===== src/ftss_pkg.sv =====
// constants, field layout and register map of the exception syndrome builder
package ftss_pkg;

	// ----------------------------------------------------------------
	// syndrome word layout
	// ----------------------------------------------------------------
	localparam int SYN_W = 25;
	localparam int FLAG_N = 6;
	localparam int FP_VALID_BIT = 23;
	localparam int LANE_LSB = 8;
	localparam int LANE_W = 3;
	localparam logic [2:0] LANE_ALL_ONES = 3'h7;
	// flag order: invalid op, divide zero, overflow, underflow, inexact, input denormal
	localparam int unsigned FLAG_POS [0:5] = '{0, 1, 2, 3, 4, 7};
	localparam int SEL_BIT = 24;
	localparam int IMPL_W = 24;
	localparam int SYNC_FLAG_BIT = 13;
	localparam int ERR_TYPE_LSB = 10;
	localparam int ERR_TYPE_W = 3;
	localparam int ABORT_CLASS_BIT = 9;
	localparam int STATUS_LSB = 0;
	localparam int STATUS_W = 6;
	localparam logic [5:0] STATUS_SERROR = 6'h11;

	// post-exception error state codes
	typedef enum logic [2:0] {
		ST_UNCONTAINABLE = 3'b000,
		ST_UNRECOVERABLE = 3'b001,
		ST_RESTARTABLE = 3'b010,
		ST_RECOVERABLE = 3'b011,
		ST_CORRECTED = 3'b110
	} ftss_err_state_t;

	// ----------------------------------------------------------------
	// register map (byte addresses)
	// ----------------------------------------------------------------
	localparam int ADR_W = 8;
	localparam logic [7:0] OFF_CTRL = 8'h00;
	localparam logic [7:0] OFF_FP_ENABLE = 8'h04;
	localparam logic [7:0] OFF_FP_SC_ENABLE = 8'h08;
	localparam logic [7:0] OFF_SYNDROME = 8'h0C;
	localparam logic [7:0] OFF_IRQ_STATUS = 8'h10;
	localparam logic [7:0] OFF_IRQ_MASK = 8'h14;

	localparam int CTRL_W = 3;
	localparam int CTRL_RAS_BIT = 0;
	localparam int CTRL_SYNC_FEAT_BIT = 1;
	localparam int CTRL_LANE_CLR_BIT = 2;
	localparam logic [2:0] CTRL_RST = 3'h3;
	localparam logic [5:0] ENABLE_RST = 6'h00;
	localparam logic [24:0] SYNDROME_RST = 25'h0000000;

	localparam int IRQ_W = 2;
	localparam int IRQ_FP_BIT = 0;
	localparam int IRQ_SE_BIT = 1;
	localparam logic [1:0] IRQ_RST = 2'h0;

endpackage : ftss_pkg


===== src/ftss_top.sv =====
// exception syndrome builder with wishbone register access and interrupt
//
// Behaviour
// RL1 - valid bit set when the six flags report the trapped exceptions.
// RL2 - multi-lane traps may clear the valid bit, selectable by software.
// RL3 - lane iteration field is all ones for traps from 32-bit state.
// RL4 - input denormal flag reports whether that exception occurred, when valid.
// RL5 - inexact flag reports whether that exception occurred, when valid.
// RL6 - underflow flag reports whether that exception occurred, when valid.
// RL7 - overflow flag reports whether that exception occurred, when valid.
// RL8 - divide-by-zero flag reports whether that exception occurred, when valid.
// RL9 - invalid operation flag reports whether that exception occurred, when valid.
// RL10 - each trap gated by its enable, 32-bit state uses the status-control enables.
// RL11 - selector bit high when lower bits hold implementation specific information.
// RL12 - without reliability extension and selector low, lower 24 bits are zero.
// RL13 - sync flag set only for synchronized, immediately taken error with matching code.
// RL14 - error state field carries the post-exception state for the matching code.
// RL15 - combined errors report the overall processor error state.
// RL16 - abort class bit gives an implementation classification for the matching code.
// RL17 - syndrome fields have no value software may rely on after reset.
// RL18 - reserved positions read as zero in both layouts. A software write to the syndrome word can set them.
//
// Our own choices: the register addresses and register access over Wishbone.
module ftss_top (
	input wire logic clk_i,
	input wire logic rst_i,
	input wire logic wb_cyc_i,
	input wire logic wb_stb_i,
	input wire logic wb_we_i,
	input wire logic [ftss_pkg::ADR_W-1:0] wb_adr_i,
	input wire logic [3:0] wb_sel_i,
	input wire logic [31:0] wb_dat_i,
	output logic [31:0] wb_dat_o,
	output logic wb_ack_o,
	input wire logic fp_trap_req_i,
	input wire logic [ftss_pkg::FLAG_N-1:0] fp_raw_flags_i,
	input wire logic fp_state32_i,
	input wire logic fp_multilane_i,
	input wire logic serror_req_i,
	input wire logic impl_sel_i,
	input wire logic [ftss_pkg::IMPL_W-1:0] impl_info_i,
	input wire logic sync_event_i,
	input wire logic [2:0] err_state_i,
	input wire logic abort_class_i,
	input wire logic [ftss_pkg::STATUS_W-1:0] status_code_i,
	output logic fp_trap_taken_o,
	output logic [ftss_pkg::SYN_W-1:0] syndrome_o,
	output logic irq_o
);

	// ----------------------------------------------------------------
	// state
	// ----------------------------------------------------------------
	logic [ftss_pkg::CTRL_W-1:0] ctrl;
	logic [ftss_pkg::FLAG_N-1:0] fp_enable;
	logic [ftss_pkg::FLAG_N-1:0] fp_sc_enable;
	logic [ftss_pkg::SYN_W-1:0] syndrome;
	logic [ftss_pkg::IRQ_W-1:0] irq_status;
	logic [ftss_pkg::IRQ_W-1:0] irq_mask;
	logic [ftss_pkg::FLAG_N-1:0] trapped_flags;
	logic [ftss_pkg::SYN_W-1:0] enc_syn;

	// merge write data into an old word under the byte lanes
	function automatic logic [31:0] merge_word(input logic [31:0] old_v,
			input logic [31:0] new_v, input logic [3:0] sel);
		logic [31:0] mask;
		mask = {{8{sel[3]}}, {8{sel[2]}}, {8{sel[1]}}, {8{sel[0]}}};
		return (old_v & ~mask) | (new_v & mask);
	endfunction : merge_word

	// ----------------------------------------------------------------
	// wishbone decode
	// ----------------------------------------------------------------
	// a write lands on the edge where the master sees ack, never earlier
	wire bus_req = wb_cyc_i & wb_stb_i;
	wire wr_go = bus_req & wb_we_i & wb_ack_o;
	wire sel_ctrl = (wb_adr_i == ftss_pkg::OFF_CTRL);
	wire sel_fpe = (wb_adr_i == ftss_pkg::OFF_FP_ENABLE);
	wire sel_fpsc = (wb_adr_i == ftss_pkg::OFF_FP_SC_ENABLE);
	wire sel_syn = (wb_adr_i == ftss_pkg::OFF_SYNDROME);
	wire sel_ists = (wb_adr_i == ftss_pkg::OFF_IRQ_STATUS);
	wire sel_imsk = (wb_adr_i == ftss_pkg::OFF_IRQ_MASK);

	// unmapped addresses read as zero and swallow writes, but still ack
	wire [31:0] rd_word = sel_ctrl ? 32'(ctrl) :
		sel_fpe ? 32'(fp_enable) :
		sel_fpsc ? 32'(fp_sc_enable) :
		sel_syn ? 32'(syndrome) :
		sel_ists ? 32'(irq_status) :
		sel_imsk ? 32'(irq_mask) : 32'h00000000;

	wire [31:0] wr_ctrl = merge_word(32'(ctrl), wb_dat_i, wb_sel_i);
	wire [31:0] wr_fpe = merge_word(32'(fp_enable), wb_dat_i, wb_sel_i);
	wire [31:0] wr_fpsc = merge_word(32'(fp_sc_enable), wb_dat_i, wb_sel_i);
	wire [31:0] wr_syn = merge_word(32'(syndrome), wb_dat_i, wb_sel_i);
	wire [31:0] wr_imsk = merge_word(32'(irq_mask), wb_dat_i, wb_sel_i);
	wire [31:0] wr_clr = merge_word(32'h00000000, wb_dat_i, wb_sel_i);

	// one wait state: ack and read data register together, ack drops after one cycle
	always_ff @(posedge clk_i) begin
		if (rst_i) begin
			wb_ack_o <= 1'b0;
			wb_dat_o <= 32'h00000000;
		end else begin
			wb_ack_o <= bus_req & ~wb_ack_o;
			if (bus_req & ~wb_ack_o) begin
				wb_dat_o <= rd_word;
			end
		end
	end

	// ----------------------------------------------------------------
	// configuration registers
	// ----------------------------------------------------------------
	wire ras_present = ctrl[ftss_pkg::CTRL_RAS_BIT];
	wire error_sync_feature = ctrl[ftss_pkg::CTRL_SYNC_FEAT_BIT];
	wire lane_clr_en = ctrl[ftss_pkg::CTRL_LANE_CLR_BIT];

	always_ff @(posedge clk_i) begin
		if (rst_i) begin
			ctrl <= ftss_pkg::CTRL_RST;
			fp_enable <= ftss_pkg::ENABLE_RST;
			fp_sc_enable <= ftss_pkg::ENABLE_RST;
			irq_mask <= ftss_pkg::IRQ_RST;
		end else if (wr_go) begin
			if (sel_ctrl) ctrl <= wr_ctrl[ftss_pkg::CTRL_W-1:0];
			if (sel_fpe) fp_enable <= wr_fpe[ftss_pkg::FLAG_N-1:0];
			if (sel_fpsc) fp_sc_enable <= wr_fpsc[ftss_pkg::FLAG_N-1:0];
			if (sel_imsk) irq_mask <= wr_imsk[ftss_pkg::IRQ_W-1:0];
		end
	end

	// ----------------------------------------------------------------
	// trap gating
	// ----------------------------------------------------------------
	// the enable bank follows the execution state of the trapping instruction
	genvar g;
	generate
		for (g = 0; g < ftss_pkg::FLAG_N; g++) begin : g_gate
			assign trapped_flags[g] = fp_raw_flags_i[g] &
				(fp_state32_i ? fp_sc_enable[g] : fp_enable[g]); // RL10
		end
	endgenerate

	assign fp_trap_taken_o = fp_trap_req_i & (|trapped_flags); // RL10

	// ----------------------------------------------------------------
	// syndrome capture
	// ----------------------------------------------------------------
	// a system error outranks a same-cycle fp trap; the core re-raises the trap later
	ftss_encoder ftss_encoder_inst (
		.is_serror_i(serror_req_i),
		.fp_flags_i(trapped_flags),
		.fp_state32_i(fp_state32_i),
		.fp_multilane_i(fp_multilane_i),
		.lane_clr_en_i(lane_clr_en),
		.ras_present_i(ras_present),
		.error_sync_feature_i(error_sync_feature),
		.impl_sel_i(impl_sel_i),
		.impl_info_i(impl_info_i),
		.sync_event_i(sync_event_i),
		.err_state_i(err_state_i), // overall state supplied by the core
		.abort_class_i(abort_class_i),
		.status_code_i(status_code_i),
		.syndrome_o(enc_syn)
	);

	wire capture = serror_req_i | fp_trap_taken_o;
	// hardware capture wins over a software write in the same cycle
	wire [ftss_pkg::SYN_W-1:0] next_syndrome = capture ? enc_syn :
		(wr_go & sel_syn) ? wr_syn[ftss_pkg::SYN_W-1:0] : syndrome;

	// reset value is a convenience only; handlers must not depend on it
	always_ff @(posedge clk_i) begin
		if (rst_i) begin
			syndrome <= ftss_pkg::SYNDROME_RST; // RL17
		end else begin
			syndrome <= next_syndrome;
		end
	end

	assign syndrome_o = syndrome;

	// ----------------------------------------------------------------
	// interrupt
	// ----------------------------------------------------------------
	// set beats write-one-to-clear so a record taken during the clear is not lost
	wire [ftss_pkg::IRQ_W-1:0] irq_events = {serror_req_i, fp_trap_taken_o};
	wire [ftss_pkg::IRQ_W-1:0] irq_clr = (wr_go & sel_ists) ?
		wr_clr[ftss_pkg::IRQ_W-1:0] : '0;
	wire [ftss_pkg::IRQ_W-1:0] next_irq_status = (irq_status & ~irq_clr) | irq_events;

	always_ff @(posedge clk_i) begin
		if (rst_i) begin
			irq_status <= ftss_pkg::IRQ_RST;
		end else begin
			irq_status <= next_irq_status;
		end
	end

	assign irq_o = |(irq_status & irq_mask);
endmodule : ftss_top


===== src/ftss_encoder.sv =====
// combinational encoder of the two syndrome layouts
module ftss_encoder (
	input wire logic is_serror_i,
	input wire logic [ftss_pkg::FLAG_N-1:0] fp_flags_i,
	input wire logic fp_state32_i,
	input wire logic fp_multilane_i,
	input wire logic lane_clr_en_i,
	input wire logic ras_present_i,
	input wire logic error_sync_feature_i,
	input wire logic impl_sel_i,
	input wire logic [ftss_pkg::IMPL_W-1:0] impl_info_i,
	input wire logic sync_event_i,
	input wire logic [2:0] err_state_i,
	input wire logic abort_class_i,
	input wire logic [ftss_pkg::STATUS_W-1:0] status_code_i,
	output logic [ftss_pkg::SYN_W-1:0] syndrome_o
);

	// ----------------------------------------------------------------
	// shared decode
	// ----------------------------------------------------------------
	logic [ftss_pkg::SYN_W-1:0] fp_syn;
	logic [ftss_pkg::SYN_W-1:0] se_syn;
	logic [2:0] legal_state;
	wire fp_valid = !(fp_multilane_i && lane_clr_en_i); // RL2
	wire serror_code = (status_code_i == ftss_pkg::STATUS_SERROR);

	// reserved codes collapse to the worst state so software never sees a reserved value
	always_comb begin
		case (ftss_pkg::ftss_err_state_t'(err_state_i))
			ftss_pkg::ST_UNCONTAINABLE,
			ftss_pkg::ST_UNRECOVERABLE,
			ftss_pkg::ST_RESTARTABLE,
			ftss_pkg::ST_RECOVERABLE,
			ftss_pkg::ST_CORRECTED: legal_state = err_state_i; // RL14
			default: legal_state = ftss_pkg::ST_UNCONTAINABLE;
		endcase
	end

	// ----------------------------------------------------------------
	// floating-point trap layout
	// ----------------------------------------------------------------
	// flags are forced low when not valid; the zero default keeps reserved bits clean
	always_comb begin
		fp_syn = '0; // RL18
		fp_syn[ftss_pkg::FP_VALID_BIT] = fp_valid; // RL1
		if (fp_state32_i) begin
			fp_syn[ftss_pkg::LANE_LSB +: ftss_pkg::LANE_W] = ftss_pkg::LANE_ALL_ONES; // RL3
		end
		for (int i = 0; i < ftss_pkg::FLAG_N; i++) begin
			fp_syn[ftss_pkg::FLAG_POS[i]] = fp_valid & fp_flags_i[i]; // RL4 RL5 RL6 RL7 RL8 RL9
		end
	end

	// ----------------------------------------------------------------
	// system error layout
	// ----------------------------------------------------------------
	always_comb begin
		se_syn = '0; // RL18
		if (impl_sel_i) begin
			se_syn[ftss_pkg::SEL_BIT] = 1'b1; // RL11
			se_syn[ftss_pkg::IMPL_W-1:0] = impl_info_i;
		end else if (ras_present_i) begin // RL12
			se_syn[ftss_pkg::SYNC_FLAG_BIT] = error_sync_feature_i & serror_code &
				sync_event_i; // RL13
			if (serror_code) begin
				se_syn[ftss_pkg::ERR_TYPE_LSB +: ftss_pkg::ERR_TYPE_W] = legal_state; // RL14 RL15
			end
			se_syn[ftss_pkg::ABORT_CLASS_BIT] = serror_code & abort_class_i; // RL16
			se_syn[ftss_pkg::STATUS_LSB +: ftss_pkg::STATUS_W] = status_code_i;
		end
	end

	assign syndrome_o = is_serror_i ? se_syn : fp_syn;

endmodule : ftss_encoder


===== config.mk =====
export PLATFORM = sky130hd
export DESIGN_NAME = ftss_top
export DESIGN_NICKNAME = d
export VERILOG_FILES = /design/src/ftss_pkg.sv /design/src/ftss_top.sv /design/src/ftss_encoder.sv
export SDC_FILE = /design/constraint.sdc
export NUM_CORES = 1
export LEC_CHECK = 0
export BUFFER_PORTS_ARGS = -buffer_cell sky130_fd_sc_hd__buf_2
export CORE_ASPECT_RATIO = 2
export CORE_MARGIN = 2
export CORE_UTILIZATION = 51
export CTS_CLUSTER_DIAMETER = 40
export DETAILED_ROUTE_END_ITERATION = 10
export PLACE_DENSITY_LB_ADDON = 0.12
export SLEW_MARGIN = 25
export SYNTH_ARGS = -nofsm -noshare
export SYNTH_HDL_FRONTEND = slang
export SYNTH_SLANG_ARGS = --single-unit

===== constraint.sdc =====
create_clock -name clk_i -period 4.2 [get_ports clk_i]
set_input_delay 0.21 -clock clk_i [delete_from_list [all_inputs] [get_ports clk_i]]
set_output_delay 0.21 -clock clk_i [all_outputs]
set_load 0.05 [all_outputs]

**Word level (Yosys, flattened, before mapping)**

Index checks and enable logic that the tools add are counted.

- Equal/unequal tests: 10
- Mux-type cells: 25
- Bitwise operators: 40
- Reduce and logical (&&, ||, !) cells: 12

Operators with widths:

| kind | number |
|---|---|
| two-way mux 25 bit | 7 |
| bitwise AND 25 bit | 2 |
| inverter 25 bit | 1 |
| bitwise OR 25 bit | 1 |
| bitwise AND 1 bit | 22 |
| equality test 8 x 4 -> 1 bit, second input constant | 2 |
| equality test 8 x 5 -> 1 bit, second input constant | 2 |
| bitwise AND 6 bit | 2 |
| two-way mux 3 bit | 4 |
| two-way mux 6 bit | 2 |
| bitwise OR 6 bit | 2 |
| two-way mux 11 bit | 1 |
| two-way mux 5 bit | 2 |
| equality test 8 x 3 -> 1 bit, second input constant | 1 |
| zero test 8 bit | 1 |
| AND reduction 2 bit | 4 |
| bitwise AND 2 bit | 3 |
| equality test 3 x 2 -> 1 bit, second input constant | 2 |
| equality test 6 x 5 -> 1 bit, second input constant | 1 |
| two-way mux 1 bit | 6 |
| two-way mux 2 bit | 3 |
| OR reduction 6 bit | 1 |
| OR reduction 5 bit | 1 |
| bitwise OR 2 bit | 2 |
| 12 further kinds | 12 |

- Flip-flop bits (word level): 77
- Bits of input ports: 95
- Output and inout bits: 60
- Logic and storage cells: 95

**Longest topological paths before layout**

- Word-level depth: 8
- Gate-level depth with buffers: 7
- Mapped depth without buffers: 5

**Modules after synthesis**

From an unflattened synthesis, not the netlist that was laid out.

- Cell total of the unflattened synthesis: 400
- Area total of the unflattened synthesis: 3851.2 µm²

Modules (own cells, without submodules):

| module | times used | cells each | area an instance (µm²) | sequential area each (µm²) |
|---|---|---|---|---|
| ftss_top | 1 | 349 | 3495.9 | 1401.3 |
| ftss_encoder | 1 | 51 | 355.3 | 0.0 |

**Worst setup path before layout**

No wires, ideal clock.

- Path type: input port to flip-flop
- From: in fp_state32_i
- To: reg (tool-made name)
- Setup time: 0.133 ns
- Data arrival time: 2.164 ns
- Data required time: 4.067 ns
- Setup slack: 1.903 ns
- Stages: 6
- Buffers on the path: 1
- Cells stage by stage: clkbuf_1 mux2i_1 o22a_1 a31oi_1 a221o_1 a21oi_1

RTL lines:

| what | line | source |
|---|---|---|
| from (decl) | ftss_top.sv:37 | `input wire logic fp_state32_i,` |

==> flow_summary.yaml <==
sta:
  finalCritPeriodShare_pct: 55.5
  finalSetupViolCount: 0
  hold_viol: 0
  rsz0062_at_grt: "no"
  clock.fmax_mhz: 429
  fin_skew_ns: 0.00540
  fin_tns_setup_ns: 0
  period_minus_slack_ns: 2.33
  maxSlewHeadroom_pct: 43.4
  tightest_slew_ns: 0.847
  maxSlewViolCount: 0
finish:
  diodes: 0
  drive_gt1_share_pct: 32.8
  final_nets: 606
  synthToLayoutAreaGrowth_pct: 28.6
  final_core_util_pct: 67.2
  stdcell_count: 604
routing:
  routed_wl_um: 10500
  drc: 0
  vias: 3485
  drt-initial-drc-count: 268
  ant_nets: 0
  drt_first_pass_iters: 5
  wl_per_cell_um: 17.4
  via_per_inst: 5.77
logic_synthesis:
  synth_top_area_share_pct: 40.8
  syn_area_um2: 3430
  ys_types: 51
  yosysSeqAreaShare_pct: 40.8
  netlist.top_cell.by_area: "dfxtp_1"
  synth_area_leaders: "dfxtp_1 41%, mux2i_1 9.6%, nor2_1 5.9%, a22oi_1 5.2%, a2bb2oi_1 2.6%"
  avgSynthCellArea_um2: 8.85
  synth_cells: 388
  synth_common_cells: "70 x dfxtp_1, 54 x nor2_1, 33 x mux2i_1"
  ys.warnings.count: 0
  synth_edf_count: 0
  yosysMostFrequentCell: "dfxtp_1"
  synth_seq_cells: 70
  synthFlopType: "dfxtp_1"
  async_reset_ff_share_pct: 0
floorplanning:
  start_util_pct: 52.3
  die_x_um: 62.0
  die_h_um: 120
  io_pins: 155
  design.die.area_um2: 7440
  core_um2: 6570
  rows: 42
global_route:
  grt_max_degree: 32
  grt_pass1_vias: 3427
  grt_first_pass_wirelength_um: 16000
  grt_usage_pct: 29.2
  grt_overflow: 0
  antenna_found_initial: 0
worst_setup_path:
  reg2reg_depth: 6
  arrival_ns: 2.58
  path_class: "flop to flop"
  ff2ff_setup_slack_ns: 1.87
  endpoint_kind: "flop"
  crit_fanout: 20
  worst_setup_path_start_kind: "flop"
  crit_required_ns: 4.45
placed_design:
  post-place-cells: 588
  dp_hpwl_um: 8020
  io_buffer_count: 140
  routabilityCongestion: 0.880
clocking:
  ctsHoldBuffers: 0
  cts_setup_buffers: 0
  cts_tree: "built"
  cts-htree-levels: 3
  post_cts_resized: 0
  cts.clk_slew.worst_paths_ns: 0.05
  clock_path_buffers: 2
  cts_root_buffer: "clkbuf_16"
  numCtsBuffers: 9
  cts.sinks: 70
  clkLatencyLatePin_ns: 0.33
flow_run:
  cap_violations: 0
power_and_ir_drop:
  power.density_nw_per_um2: 390
  p_leak_nw: 2.05
  ir_worst_vdd_v: 0.000265
hold_path:
  min_path_cells: 3
  hold_class: "input pin to flop"
status:
  status: "finished, final reports clean"
per-layer routing:
layer / track usage, % / vias to the layer above / share of wire, %
met2: 51.2 / 117 / 55
met5: 0 / - / 0
met4: 17.3 / 0 / 5.1
li1: - / 1667 / -
met1: 29.2 / 1664 / 36
met3: 6.47 / 37 / 4.3
worst max-delay path, cell delays in order, from the launching register on:
cell and delay [ns]:
dfxtp_1 0.32, mux2_2 0.29, a2bb2oi_1 0.29, a41o_1 0.71, buf_4 0.31, a2111oi_0 0.09, a211oi_1 0.23
logic make-up after synthesis:
kind of cell	count (synthesis)	synth area share, %
simple gates	120	17.5
compound gates	109	23.5
flops	70	40.8
buf+inv	50	6.52
mux	38	11.6
other cells	1	0.109
area by class of cell:
type / count / area (µm²)
clock inverter: 4 / 45.0
inverter: 13 / 48.8
clock buffer: 12 / 256
tap: 88 / 110
timing repair buffer: 143 / 723
multi-input combinational: 274 / 1830
sequential: 70 / 1400
fill: 548 / 2150
layout by cell type, fill, tap and decap left out, drive strengths merged, types with 3 or more instances in the layout:
cell / count
buf: 143
dfxtp: 70
nor2: 54
mux2i: 33
a22oi: 24
nand2: 21
a21oi: 15
nor3: 13
inv: 12
clkbuf: 12
a2bb2oi: 10
o21ai: 10
a211oi: 9
o211ai: 9
nand3: 7
a221o: 7
conb: 7
a31oi: 5
mux2: 4
nor2b: 4
a32oi: 4
clkinv: 4
nand4: 3
a221oi: 3
a31o: 3
nor4: 3
or2: 3
worst paths after layout:
| kind | start | to |
|---|---|---|
| worst min-delay path | impl_info_i[14] | flop |
| worst max-delay path | flop | flop |
| worst max register to register | flop | flop |
| worst min register to register | wb_dat_o[3] | wb_dat_o[3] |
where the power goes:
group | switching, mW | internal (mW) | leakage (nW) | total [mW]
clock | 0.273 | 0.489 | 0.152 | 0.762
sequential | 0.0163 | 0.685 | 0.570 | 0.701
combinational | 0.177 | 0.0834 | 1.32 | 0.260
total | 0.467 | 1.26 | 2.05 | 1.72
through the flow:
stage | area, µm² | setup slack (ns) | hold WS (ns) | total power [mW]
after floorplan | 3460 | 1.90 | 0.335 | 0.886
after global placement | 4110 | 1.66 | 0.455 | 0.970
after detailed placement | 4110 | 1.63 | 0.459 | 0.973
after CTS | 4420 | 1.88 | 0.109 | 1.73
after global routing | 4420 | 1.71 | 0.119 | 1.77
final | 4420 | 1.87 | 0.111 | 1.72
Note: power is estimated with default switching activity, not from simulation.
